<file path="config.mk">
export PLATFORM = sky130hd
export DESIGN_NAME = arp_readout_port
export DESIGN_NICKNAME = d
export VERILOG_FILES = /design/src/design/arp_result_mem.v /design/src/design/arp_readout_port.v
export VERILOG_INCLUDE_DIRS = /design/src /design/src/pkg
export SDC_FILE = /design/constraint.sdc
export NUM_CORES = 1
export LEC_CHECK = 0
export BUFFER_PORTS_ARGS = -buffer_cell sky130_fd_sc_hd__buf_2
export CELL_PAD_IN_SITES_DETAIL_PLACEMENT = 2
export CELL_PAD_IN_SITES_GLOBAL_PLACEMENT = 2
export CORE_AREA = 2 2 220 168
export DETAILED_ROUTE_END_ITERATION = 16
export DIE_AREA = 0 0 222 170
export PLACE_DENSITY = 0.6
export SLEW_MARGIN = 30
export SYNTH_ARGS = -nofsm -noshare
export SYNTH_HDL_FRONTEND = slang
export SYNTH_SLANG_ARGS = --single-unit
</file>
<file path="constraint.sdc">
create_clock -name clk_i -period 5.7 [get_ports clk_i]
set_input_delay 0 -clock clk_i [delete_from_list [all_inputs] [get_ports clk_i]]
set_output_delay 0 -clock clk_i [all_outputs]
set_load 0.01 [all_outputs]
</file>
<file path="src/pkg/arp_consts.vh">
`ifndef ARP_CONSTS_VH
`define ARP_CONSTS_VH

// ==========================================================================
// Result and bus widths
// ==========================================================================
`define ARP_RES_W 18
`define ARP_RES_MSB 17
`define ARP_WORD_W 16
`define ARP_BANK_DEPTH 4
`define ARP_BANK_AW 2
`define ARP_CHAN_W 3
`define ARP_BANK_BIT 2

// ==========================================================================
// Read sequencing counts
// ==========================================================================
`define ARP_PAR_LAST_WORD 2'd1
`define ARP_BYTE_LAST_WORD 2'd2
`define ARP_SER_LAST_BIT 5'd17
`define ARP_BYTE_HI 2'd0
`define ARP_BYTE_MID 2'd1
`define ARP_BYTE_LO 2'd2
`define ARP_FIRST_CHAN 3'd0
`define ARP_SER_CH_FIRST 2'd0
`define ARP_SER_CH_NEXT 2'd1

// ==========================================================================
// Positions in the synchronised pin vector
// ==========================================================================
`define ARP_SYNC_W 9
`define ARP_S_START_B 0
`define ARP_S_START_A 1
`define ARP_S_SPAN 2
`define ARP_S_PWR_N 3
`define ARP_S_RD_N 4
`define ARP_S_CS_N 5
`define ARP_S_ORDER 6
`define ARP_S_MSB_SEL 7
`define ARP_S_IF_SEL 8
`define ARP_SYNC_RST 9'h038

`endif

</file>
<file path="src/design/arp_result_mem.v">
`timescale 1ns/100ps
`include "arp_consts.vh"

// ==========================================================================
// Result bank: one write port, registered read data.
// ==========================================================================
module arp_result_mem #(
    parameter WIDTH = 18,
    parameter DEPTH = 4,
    parameter AW = 2
) (
    input wire clk_i,
    input wire sys_rst_i,
    input wire wr_en_i,
    input wire [AW-1:0] wr_addr_i,
    input wire [WIDTH-1:0] wr_data_i,
    input wire [AW-1:0] rd_addr_i,
    output reg [WIDTH-1:0] rd_data_o
);
    reg [WIDTH-1:0] mem_q [0:DEPTH-1];

    // Array has no reset; only the read register is cleared.
    always @(posedge clk_i) begin
        if (wr_en_i) begin
            mem_q[wr_addr_i] <= wr_data_i;
        end
    end

    // Read data lag the address by one clock, so readers prefetch.
    always @(posedge clk_i) begin
        if (sys_rst_i) begin
            rd_data_o <= {WIDTH{1'b0}};
        end else begin
            rd_data_o <= mem_q[rd_addr_i];
        end
    end
endmodule

</file>
<file path="src/design/arp_readout_port.v">
`timescale 1ns/100ps
`include "arp_consts.vh"

// How it works
// Parallel: top line carries bit 17, then 1.
// Select high makes msb_or_byte_select a mode input.
// Parallel: bit16 line carries bit 16, then 0.
// Byte order pin picks high-first or low-first.
// Host holds order pin low in serial.
// Upper lines carry bits 15..11 on first read.
// Lines 8,7 carry bits 10,9, then zero.
// Lower lines carry bits 8..2, then zeros.
// Byte mode keeps line 8 undriven.
// Serial: channels 1-4 low out, 5-8 high.
// Byte mode: three reads per result, byte order.
// Host holds lower lines low in serial.
// Host holds upper lines low outside parallel.
// Power-down low: span picks standby or shutdown.
// Standby keeps reference; shutdown powers everything down.
// Power-down entry accepted at any moment.
// Host waits 100 us after standby exit.
// Host waits 13 ms after shutdown exit; the testbench resets 10 clocks after exit.
// Host resets device after shutdown recovery.
// Two start inputs set the sampling instants.
// Chip select rising releases all outputs.
// Serial transfers timed on serial clock rise.
// Chip select falling presents serial MSB.
// Busy high until all results latched.
// Host keeps mode pins stable within frames.
module arp_readout_port (
    input wire clk_i,
    input wire sys_rst_i,
    input wire interface_select_i,
    input wire msb_or_byte_select_i,
    output wire msb_or_byte_select_o,
    output wire msb_or_byte_select_oe_o,
    input wire bit16_or_byte_order_i,
    output wire bit16_or_byte_order_o,
    output wire bit16_or_byte_order_oe_o,
    output wire [4:0] upper_data_lines_o,
    output wire upper_data_lines_oe_o,
    output wire serial_out_high_channels_o,
    output wire serial_out_high_channels_oe_o,
    output wire serial_out_low_channels_o,
    output wire serial_out_low_channels_oe_o,
    output wire [6:0] lower_data_lines_o,
    output wire lower_data_lines_oe_o,
    output wire first_data_o,
    output wire first_data_oe_o,
    input wire chip_select_n_i,
    input wire read_strobe_n_i,
    input wire power_down_n_i,
    input wire input_span_select_i,
    input wire sample_start_a_i,
    input wire sample_start_b_i,
    output wire busy_o,
    output wire conv_start_o,
    input wire conv_we_i,
    input wire [2:0] conv_chan_i,
    input wire [17:0] conv_data_i,
    input wire conv_done_i,
    output wire frontend_power_en_o,
    output wire reference_power_en_o,
    output wire core_power_en_o,
    output wire needs_reset_o
);
    // ======================================================================
    // Pin synchronisers
    // ======================================================================
    wire [`ARP_SYNC_W-1:0] pins_raw;
    reg [`ARP_SYNC_W-1:0] meta_q;
    reg [`ARP_SYNC_W-1:0] sync_q;
    reg [`ARP_SYNC_W-1:0] prev_q;

    assign pins_raw = {interface_select_i, msb_or_byte_select_i, bit16_or_byte_order_i,
                       chip_select_n_i, read_strobe_n_i, power_down_n_i,
                       input_span_select_i, sample_start_a_i, sample_start_b_i};

    // Two stages before any logic looks at a pin; prev_q feeds edge detection.
    always @(posedge clk_i) begin
        if (sys_rst_i) begin
            meta_q <= `ARP_SYNC_RST;
            sync_q <= `ARP_SYNC_RST;
            prev_q <= `ARP_SYNC_RST;
        end else begin
            meta_q <= pins_raw;
            sync_q <= meta_q;
            prev_q <= sync_q;
        end
    end

    // ======================================================================
    // Mode decode and strobe edges
    // ======================================================================
    wire cs_low, cs_fall, cs_rise, rd_fall, sclk_rise, par_mode;
    wire byte_mode, ser_mode, hi_first, start_a_rise, start_b_rise;

    assign cs_low = ~sync_q[`ARP_S_CS_N];
    assign cs_fall = prev_q[`ARP_S_CS_N] & ~sync_q[`ARP_S_CS_N];
    assign cs_rise = ~prev_q[`ARP_S_CS_N] & sync_q[`ARP_S_CS_N];
    assign rd_fall = prev_q[`ARP_S_RD_N] & ~sync_q[`ARP_S_RD_N] & cs_low;
    assign sclk_rise = ~prev_q[`ARP_S_RD_N] & sync_q[`ARP_S_RD_N] & cs_low;
    // In parallel mode the select pin is our own output, so it is ignored.
    assign par_mode = ~sync_q[`ARP_S_IF_SEL];
    assign byte_mode = sync_q[`ARP_S_IF_SEL] & sync_q[`ARP_S_MSB_SEL];
    assign ser_mode = sync_q[`ARP_S_IF_SEL] & ~sync_q[`ARP_S_MSB_SEL];
    assign hi_first = sync_q[`ARP_S_ORDER];
    assign start_a_rise = ~prev_q[`ARP_S_START_A] & sync_q[`ARP_S_START_A];
    assign start_b_rise = ~prev_q[`ARP_S_START_B] & sync_q[`ARP_S_START_B];

    // ======================================================================
    // Power modes
    // ======================================================================
    reg standby_q, shutdown_q, needs_reset_q;

    // Entry follows the pins at any time, two synchroniser stages plus one register late.
    always @(posedge clk_i) begin
        if (sys_rst_i) begin
            standby_q <= 1'b0;
            shutdown_q <= 1'b0;
            needs_reset_q <= 1'b0;
        end else begin
            standby_q <= ~sync_q[`ARP_S_PWR_N] & sync_q[`ARP_S_SPAN];
            shutdown_q <= ~sync_q[`ARP_S_PWR_N] & ~sync_q[`ARP_S_SPAN];
            if (shutdown_q) begin
                needs_reset_q <= 1'b1;
            end
        end
    end

    assign frontend_power_en_o = ~(standby_q | shutdown_q);
    assign reference_power_en_o = ~shutdown_q;
    assign core_power_en_o = ~shutdown_q;
    assign needs_reset_o = needs_reset_q;

    // ======================================================================
    // Conversion start and busy
    // ======================================================================
    reg a_seen_q, b_seen_q, busy_q, conv_start_q;
    wire can_start, both_seen;

    assign can_start = ~busy_q & frontend_power_en_o & ~needs_reset_q;
    assign both_seen = (a_seen_q | start_a_rise) & (b_seen_q | start_b_rise);

    // Starts are ignored while busy; conversion begins once both groups hold.
    always @(posedge clk_i) begin
        if (sys_rst_i) begin
            a_seen_q <= 1'b0;
            b_seen_q <= 1'b0;
            busy_q <= 1'b0;
            conv_start_q <= 1'b0;
        end else begin
            conv_start_q <= 1'b0;
            if (!frontend_power_en_o) begin
                a_seen_q <= 1'b0;
                b_seen_q <= 1'b0;
            end else if (can_start) begin
                if (both_seen) begin
                    busy_q <= 1'b1;
                    conv_start_q <= 1'b1;
                    a_seen_q <= 1'b0;
                    b_seen_q <= 1'b0;
                end else begin
                    a_seen_q <= a_seen_q | start_a_rise;
                    b_seen_q <= b_seen_q | start_b_rise;
                end
            end
            if (busy_q && conv_done_i) begin
                busy_q <= 1'b0;
            end
        end
    end

    assign busy_o = busy_q;
    assign conv_start_o = conv_start_q;

    // ======================================================================
    // Result banks: channels 1-4 and 5-8
    // ======================================================================
    reg [`ARP_CHAN_W-1:0] chan_q;
    reg [1:0] word_idx_q;
    reg [`ARP_BANK_AW-1:0] ser_ch_q;
    reg [4:0] bit_cnt_q;
    wire [`ARP_BANK_AW-1:0] rd_addr;
    wire [`ARP_RES_MSB:0] res_lo, res_hi, res_par;

    assign rd_addr = ser_mode ? ser_ch_q : chan_q[`ARP_BANK_AW-1:0];
    assign res_par = chan_q[`ARP_BANK_BIT] ? res_hi : res_lo;

    arp_result_mem #(
        .WIDTH(`ARP_RES_W),
        .DEPTH(`ARP_BANK_DEPTH),
        .AW(`ARP_BANK_AW)
    ) u_bank_lo (
        .clk_i(clk_i),
        .sys_rst_i(sys_rst_i),
        .wr_en_i(conv_we_i & ~conv_chan_i[`ARP_BANK_BIT]),
        .wr_addr_i(conv_chan_i[`ARP_BANK_AW-1:0]),
        .wr_data_i(conv_data_i),
        .rd_addr_i(rd_addr),
        .rd_data_o(res_lo)
    );

    arp_result_mem #(
        .WIDTH(`ARP_RES_W),
        .DEPTH(`ARP_BANK_DEPTH),
        .AW(`ARP_BANK_AW)
    ) u_bank_hi (
        .clk_i(clk_i),
        .sys_rst_i(sys_rst_i),
        .wr_en_i(conv_we_i & conv_chan_i[`ARP_BANK_BIT]),
        .wr_addr_i(conv_chan_i[`ARP_BANK_AW-1:0]),
        .wr_data_i(conv_data_i),
        .rd_addr_i(rd_addr),
        .rd_data_o(res_hi)
    );

    // ======================================================================
    // Word formation for parallel and byte reads
    // ======================================================================
    reg [1:0] byte_sel;
    reg [7:0] byte_val;
    reg [`ARP_WORD_W-1:0] next_word;

    always @* begin
        byte_sel = hi_first ? word_idx_q : (`ARP_BYTE_LO - word_idx_q);
        case (byte_sel)
            `ARP_BYTE_HI: byte_val = res_par[17:10];
            `ARP_BYTE_MID: byte_val = res_par[9:2];
            `ARP_BYTE_LO: byte_val = {res_par[1:0], 6'h00};
            default: byte_val = 8'h00;
        endcase
        if (byte_mode) begin
            next_word = {8'h00, byte_val};
        end else if (word_idx_q == 2'd0) begin
            next_word = res_par[17:2];
        end else begin
            next_word = {res_par[1:0], 14'h0000};
        end
    end

    // ======================================================================
    // Read sequencing
    // ======================================================================
    reg [`ARP_WORD_W-1:0] word_q;
    reg [`ARP_RES_MSB:0] sh_lo_q, sh_hi_q;
    reg frame_q, first_q;
    wire [1:0] last_word;

    assign last_word = byte_mode ? `ARP_BYTE_LAST_WORD : `ARP_PAR_LAST_WORD;

    // The channel pointer survives chip select so tied CS/RD reads walk on;
    // a fresh conversion rewinds it. In serial mode the banks are prefetched one channel ahead.
    always @(posedge clk_i) begin
        if (sys_rst_i) begin
            chan_q <= `ARP_FIRST_CHAN;
            word_idx_q <= 2'd0;
            ser_ch_q <= `ARP_SER_CH_FIRST;
            bit_cnt_q <= 5'd0;
            word_q <= {`ARP_WORD_W{1'b0}};
            sh_lo_q <= {`ARP_RES_W{1'b0}};
            sh_hi_q <= {`ARP_RES_W{1'b0}};
            frame_q <= 1'b0;
            first_q <= 1'b0;
        end else begin
            if (cs_fall) begin
                frame_q <= 1'b1;
            end else if (cs_rise) begin
                frame_q <= 1'b0;
                ser_ch_q <= `ARP_SER_CH_FIRST;
            end
            if (conv_done_i) begin
                chan_q <= `ARP_FIRST_CHAN;
                word_idx_q <= 2'd0;
            end else if (rd_fall && !ser_mode) begin
                word_q <= next_word;
                first_q <= (chan_q == `ARP_FIRST_CHAN);
                if (word_idx_q == last_word) begin
                    word_idx_q <= 2'd0;
                    chan_q <= chan_q + 3'd1;
                end else begin
                    word_idx_q <= word_idx_q + 2'd1;
                end
            end
            if (ser_mode && cs_fall) begin
                sh_lo_q <= res_lo;
                sh_hi_q <= res_hi;
                ser_ch_q <= `ARP_SER_CH_NEXT;
                bit_cnt_q <= 5'd0;
                first_q <= 1'b1;
            end else if (ser_mode && frame_q && sclk_rise) begin
                if (bit_cnt_q == `ARP_SER_LAST_BIT) begin
                    sh_lo_q <= res_lo;
                    sh_hi_q <= res_hi;
                    ser_ch_q <= ser_ch_q + 2'd1;
                    bit_cnt_q <= 5'd0;
                    first_q <= 1'b0;
                end else begin
                    sh_lo_q <= {sh_lo_q[16:0], 1'b0};
                    sh_hi_q <= {sh_hi_q[16:0], 1'b0};
                    bit_cnt_q <= bit_cnt_q + 5'd1;
                end
            end
        end
    end

    // ======================================================================
    // Pin drivers
    // ======================================================================
    wire rd_active, par_oe, byte_oe, ser_oe;

    // Every enable needs chip select low, so its rise releases the bus.
    assign rd_active = cs_low & ~sync_q[`ARP_S_RD_N];
    assign par_oe = par_mode & rd_active;
    assign byte_oe = byte_mode & rd_active;
    assign ser_oe = ser_mode & frame_q & cs_low;

    assign msb_or_byte_select_o = word_q[15];
    assign msb_or_byte_select_oe_o = par_oe;
    assign bit16_or_byte_order_o = word_q[14];
    assign bit16_or_byte_order_oe_o = par_oe;
    assign upper_data_lines_o = word_q[13:9];
    assign upper_data_lines_oe_o = par_oe;
    assign serial_out_high_channels_o = ser_mode ? sh_hi_q[`ARP_RES_MSB] : word_q[8];
    assign serial_out_high_channels_oe_o = par_oe | ser_oe;
    assign serial_out_low_channels_o = ser_mode ? sh_lo_q[`ARP_RES_MSB] : word_q[7];
    assign serial_out_low_channels_oe_o = par_oe | byte_oe | ser_oe;
    assign lower_data_lines_o = word_q[6:0];
    assign lower_data_lines_oe_o = par_oe | byte_oe;
    assign first_data_o = first_q;
    assign first_data_oe_o = par_oe | byte_oe | ser_oe;
endmodule

</file>
==> impl_metrics.ini, run 1 <==
[final_layout]
area_delta_synth_final_pct = 19.59
layout.nets = 946
antennaDiodeCount = 0
drive_above_1_share = 0.1857
stdcell_count = 1391

[logic_synthesis]
ys_seq_elements = 275
post_synth.cell_area_avg_um2 = 12.91
ys_types = 54
syn_area_mm2 = 0.01058
postSynth.topFlopCell = edfxtp_1
synth.area.top_cells = edfxtp_1, dfxtp_1, mux2i_1
synth_most_common_cell = edfxtp_1
ys_seq_area_frac = 0.6564
number_of_enable_type_register_cells_in_the_synthesized_netlist = 144
yosys_warnings = 0
synth-async-reset-ratio = 0
synth_common_cells = edfxtp_1, dfxtp_1, mux2i_1
largest_area_contributor_in_the_netlist = edfxtp_1
netlist.area_leader.share = 0.4086
synth_cells = 820
mappedNetlistNets = 863

[cts]
ctsResizeCount = 0
cts_max_path_buffers = 3
cts_inserted_buffers = 29
tritoncts = done
clock_latency_ns = 0.58
cts-root-buf = clkbuf_16
clk_transition_reported_paths_ns = 0.06
clock-sinks = 275
htree_num_levels = 1

[timing]
final_period_util = 0.5076
timing.fmax_mhz = 345.6
rsz0062_at_grt = no
totalNegativeSetupSlack_ns = 0
slew-limit-headroom = 0.3932
timing.final.hold_violations = 0
report.final.slew_viol_count = 0
final.setup_skew_ns = 0.01760
post-route-worst-setup-slack_ns = 2.807
period_minus_slack_ns = 2.893
tightest_slew_ns = 0.9070
setup_viol = 0

[power]
cellLeakagePower_uw = 0.004893
ir_drop_v = 0.0002462
power_per_cell_area_mw_per_mm2 = 337.1

[global_route]
grt_first_pass_wirelength_mm = 43.88
groute.usage.overall = 0.1514
number_of_antenna_violations_at_the_first_check_in_global_routing = 0
largest_net_degree_at_the_start_of_global_routing = 68
grt_pass1_vias = 7040
globalRoute.totalOverflow = 0

[min_path]
min-delay-path-class = in -> reg
worstHoldStart = conv_chan_i[0]

[placed_design]
instance_count_after_placement_with_tap_cells_included = 1299
detailed_place_hpwl_mm = 18.29
place_ws_ns = 2.772
gp_congestion = 0.7018
numPortBuffers = 63

[critical_path]
crit_chain = nor2b_2, mux2i_1, or2_2, o22ai_1
worst_path_max_delay_cell = or2_2
cp_slowest_stage_delay_ns = 0.75
crit_family = simple AND/OR/NAND/NOR gates
critPathCaptureType = flop
timing_worst_setup_path_type = reg -> reg
timing.critical_path.from = sync_q[8]
critical_path.n_buffers_inverters = 0
setup.worst_path.start_class = flop
worst-path-max-fanout = 36
cp.arrival_ns = 3.27
worstReg2RegStart = sync_q[8]
critical_path_required_ns = 6.08

[drt]
drt_drc_violations_left = 0
wl_mm = 28.43
via_per_inst = 4.775
firstDrtPassIters = 6
ant_nets = 0
vias = 6642
initial_drc_count = 354
post_drt_wl_per_cell_um = 20.44

[outcome]
run_status = finished clean

[floorplanning]
std_cell_rows = 60
floorplan_die_area_mm2 = 0.03774
chipHeight_um = 170
io-pin-count = 64
floorplan.initialDensity = 0.2980
floorplan.die.width_um = 222
design.core.area_mm2 = 0.03551

[job]
max_cap_viol_count = 0
worst paths after layout:
kind                                                to  slack (ns)  cells past startpoint
worst max-delay path            u_bank_lo.rd_data_o[0]        2.81                      4
worst min-delay path             u_bank_lo.mem_q[0][7]        0.06                      3
worst max register to register  u_bank_lo.rd_data_o[0]        2.81                      4
worst min register to register               sync_q[5]        0.41                      1
worst reg2reg max path, cell delays in order, from the launching register on:
cell and delay [ns]:
dfxtp_1 0.53, nor2b_2 0.70, mux2i_1 0.40, or2_2 0.75, o22ai_1 0.32
cell usage in the layout, fill, tap and decap left out, types with 14 or more instances in the layout:
master         netlist  layout
buf_4               29      14
nor2_1              67      61
a21oi_1             49      49
clkbuf_16            0      29
edfxtp_1           144     144
buf_2               18      63
o22ai_1             38      38
mux2_2              14      14
dfxtp_1            131     131
a211oi_1            41      41
mux2i_1             80      79
dlygate4sd3_1        0      38
nand2_1             59      58
nor2b_1             16      16
where the power goes:
group	switching, uW	internal (uW)
clock network	810	1140
registers	30.6	2140
logic	90.0	60.4
total	931	3340
cells by family (layout without fill, tap and decap cells):
kind of cell             count (synthesis)  in the layout  share of synthesized area
flip-flops                             275            275                     0.6564
AND/OR/NAND/NOR                        201            201                    0.09163
AO/OA/AOI/OAI                          155            155                    0.09671
multiplexers                            99             99                     0.1001
buffers and inverters                   77            183                    0.04114
adder cells (fa/ha/maj)                  9              9                    0.01064
XOR/XNOR                                 4              4                   0.003311
metrics by stage:
stage	hold WS (ns)	total power, uW	instance area (um^2)	util
floorplan	0.07931	2269	10580	-
global placement	0.1833	2340	11240	0.3164
detailed placement	0.1892	2346	11310	0.3184
CTS	0.04027	4329	12660	0.3564
global route	0.05419	4419	12660	0.3564
finish	0.05872	4266	12660	0.3564
layout make-up:
type | count | area [um^2]
Clock inverter | 17 | 203.9
Sequential cell | 275 | 6947
Fill cell | 3627 | 22850
Tap cell | 465 | 581.8
Clock buffer | 37 | 765.7
Multi-Input combinational cell | 468 | 3246
Timing Repair Buffer | 118 | 870.8
Inverter | 11 | 41.29
per-layer routing:
layer | global-route usage | wire length [um] | vias up
met1 | 0.2208 | 14680 | 3348
li1 | - | - | 3166
met5 | 0 | 0 | -
met3 | 0.02745 | 990 | 39
met2 | 0.2343 | 12290 | 89
met4 | 0.03231 | 480 | 0
registers in the layout, indices dropped and copies added (netlist names), 2 cells and up:
name                 cells
u_bank_hi.mem_q         72
u_bank_lo.mem_q         72
sh_hi_q                 18
sh_lo_q                 18
u_bank_hi.rd_data_o     18
u_bank_lo.rd_data_o     18
word_q                  16
meta_q                   9
sync_q                   9
bit_cnt_q                5
prev_q                   4
chan_q                   3
ser_ch_q                 2
word_idx_q               2
what timing repair did:
item	in CTS	in global routing
hold buffers	38	0
buffers inserted	0	0
setup endpoints to repair	0	0
endpoints found under the hold margin	176	0
No activity file was read; power rests on OpenSTA's default activity.
==> inputs of run 2 (changes only) <==
ABC_AREA = 1   (was not set)
CORE_AREA = 2 2 229 175   (was 2 2 220 168)
DIE_AREA = 0 0 231 177   (was 0 0 222 170)
PLACE_DENSITY = 0.68   (was 0.6)
clock period = 2.4 ns   (was 5.7 ns; I/O delays follow)
==> run 2 against run 1 <==
Compared with the run above: global-route usage is 1.6 points higher; total power is 140% higher; clock skew hardly changed; final area is 6.8% higher; wire length is 19% higher; first-iteration DRC count is 6.5% higher; critical path depth is 3 higher; cell count is 37% higher; area after synthesis is 8.3% higher.
==> impl_metrics.ini, run 2 <==
[drt]
initial_drc_count = 377
via_per_inst = 4.524
post_drt_wl_per_cell_um = 17.79
vias = 8619
ant_nets = 0
wl_mm = 33.89
firstDrtPassIters = 5
drt_drc_violations_left = 0

[logic_synthesis]
synth.area.top_cells = edfxtp_1, dfxtp_1, nand2_1
postSynth.topFlopCell = edfxtp_1
netlist.area_leader.share = 0.3771
synth_common_cells = nand2_1, inv_1, edfxtp_1
mappedNetlistNets = 1326
ys_seq_elements = 275
number_of_enable_type_register_cells_in_the_synthesized_netlist = 144
synth-async-reset-ratio = 0
post_synth.cell_area_avg_um2 = 8.937
synth_most_common_cell = nand2_1
syn_area_mm2 = 0.01147
ys_types = 30
ys_seq_area_frac = 0.6058
synth_cells = 1283
largest_area_contributor_in_the_netlist = edfxtp_1
yosys_warnings = 0

[timing]
final_period_util = 0.8473
timing.fmax_mhz = 491.7
slew-limit-headroom = 0.3990
totalNegativeSetupSlack_ns = 0
final.setup_skew_ns = 0.01711
tightest_slew_ns = 0.9015
period_minus_slack_ns = 2.034
post-route-worst-setup-slack_ns = 0.3664
rsz0062_at_grt = no
report.final.slew_viol_count = 0
setup_viol = 0
timing.final.hold_violations = 0

[power]
cellLeakagePower_uw = 0.005776
power_per_cell_area_mw_per_mm2 = 745.0
total_power_uw = 10070
pwr-share-seq = 0.513
clock_share_of_power = 0.445
power_frac_comb = 0.043
swShare = 0.2303
ir_drop_v = 0.0004864
internal_power_uw = 7753
netSwitchingPower_uw = 2320

[floorplanning]
io-pin-count = 64
design.core.area_mm2 = 0.03878
floorplan.initialDensity = 0.2957
floorplan.die.width_um = 231
std_cell_rows = 63
chipHeight_um = 177
floorplan_die_area_mm2 = 0.04089

[final_layout]
post-route-util = 0.3487
area_delta_synth_final_pct = 17.93
layout.nets = 1404
most_common_cell_after_layout_fill_and_taps_aside = nand2_1
largestRegisters = u_bank_hi.mem_q: 72 flops, u_bank_lo.mem_q: 72 flops
antennaDiodeCount = 0
drive_above_1_share = 0.1199
stdcell_count = 1905
final_cell_mix = nand2_1, inv_1, edfxtp_1

[outcome]
run_status = finished clean

[placed_design]
gp_congestion = 0.7467
detailed_place_hpwl_mm = 21.60
numPortBuffers = 63
place_ws_ns = 0.4095
instance_count_after_placement_with_tap_cells_included = 1821

[critical_path]
cp.arrival_ns = 2.54
critical_path_required_ns = 2.91
ff2ff_path_depth = 7
setup.worst_path.start_class = flop
regToRegSetupSlack_ns = 0.37
worstReg2RegStart = word_idx_q[0]
critPathCaptureType = flop
critical_path.reg2reg.endpoint = word_q[5]
timing.critical_path.from = word_idx_q[0]
timing_worst_setup_path_type = reg -> reg
worst-path-max-fanout = 6

[min_path]
worstHoldStart = sys_rst_i
hold_path_end = word_q[2]
min-delay-path-class = in -> reg
min_path_cells = 4

[cts]
ctsResizeCount = 0
htree_num_levels = 1
cts-root-buf = clkbuf_16
post-cts-setup-buffers = 0
cts_inserted_buffers = 30
cts_max_path_buffers = 3
clock-sinks = 275
clock_latency_ns = 0.58
clk_transition_reported_paths_ns = 0.07
tritoncts = done

[global_route]
number_of_antenna_violations_at_the_first_check_in_global_routing = 0
grt_pass1_vias = 9211
groute.usage.overall = 0.1677
globalRoute.totalOverflow = 0
grt_first_pass_wirelength_mm = 53.00
largest_net_degree_at_the_start_of_global_routing = 72

[job]
max_cap_viol_count = 0
run 2: logic make-up (layout without fill, tap and decap cells):
family / count (synthesis) / in the layout / share of synthesized area
adder cells (fa/ha/maj): 9 / 9 / 0.009821
AND/OR/NAND/NOR: 529 / 529 / 0.1911
buffers and inverters: 298 / 400 / 0.1134
flip-flops: 275 / 275 / 0.6058
AO/OA/AOI/OAI: 164 / 164 / 0.07311
multiplexers: 6 / 6 / 0.005238
XOR/XNOR: 2 / 2 / 0.001528
run 2: worst max path at each step:
stage,endpoint,cells past startpoint
detailed placement,word_q[4],7
floorplan,u_bank_lo.mem_q[0][0],3
global route,sh_hi_q[13],7
CTS,word_q[4],7
finish,word_q[5],7
global placement,u_bank_lo.rd_data_o[12],7
run 2: critical path: stages, from the launching register on:
cell	delay (ns)
dfxtp_1	0.44
inv_1	0.17
ha_1	0.33
o21ai_0	0.14
nor2_1	0.23
nand2_1	0.21
or2_2	0.32
a21oi_1	0.13
run 2: per-layer routing:
metal / global-route usage / routed length [um] / up-vias
met2: 0.2860 / 15830 / 79
met1: 0.2265 / 16550 / 4309
met5: 0 / 0 / -
met4: 0.03629 / 605 / 0
li1: - / - / 4187
met3: 0.02352 / 905 / 44
run 2: per-stage QoR:
| step | area (um^2) | hold slack, ns |
|---|---|---|
| 2_1_floorplan | 11470 | 0.09887 |
| 3_3_place_gp | 12290 | 0.1825 |
| 3_5_place_dp | 12290 | 0.1882 |
| 4_1_cts | 13520 | 0.06022 |
| 5_1_grt | 13520 | 0.09136 |
| 6_report | 13520 | 0.05318 |
run 2: final cells by class:
cell class                 instances  area [um^2]
fill                            4319        25260
clock inverter                     8        72.57
clock buffer                      48        878.3
timing repair buffer             116        858.3
inverter                         228        855.8
tap                              520        650.6
multi-input combinational        710         3259
sequential                       275         6947
run 2: timing repair:
item                                    in CTS  in global routing
hold endpoints to repair                   160                  0
hold buffers                                28                  0
endpoints found under the setup margin       0                  0
run 2: power by group through the flow:
stage	clock network [uW]	registers, uW	logic, uW
after floorplan	0	5230	224
after global placement	0	5260	384
after detailed placement	0	5270	400
after CTS	4620	5160	439
after global routing	4810	5170	488
final	4480	5160	430
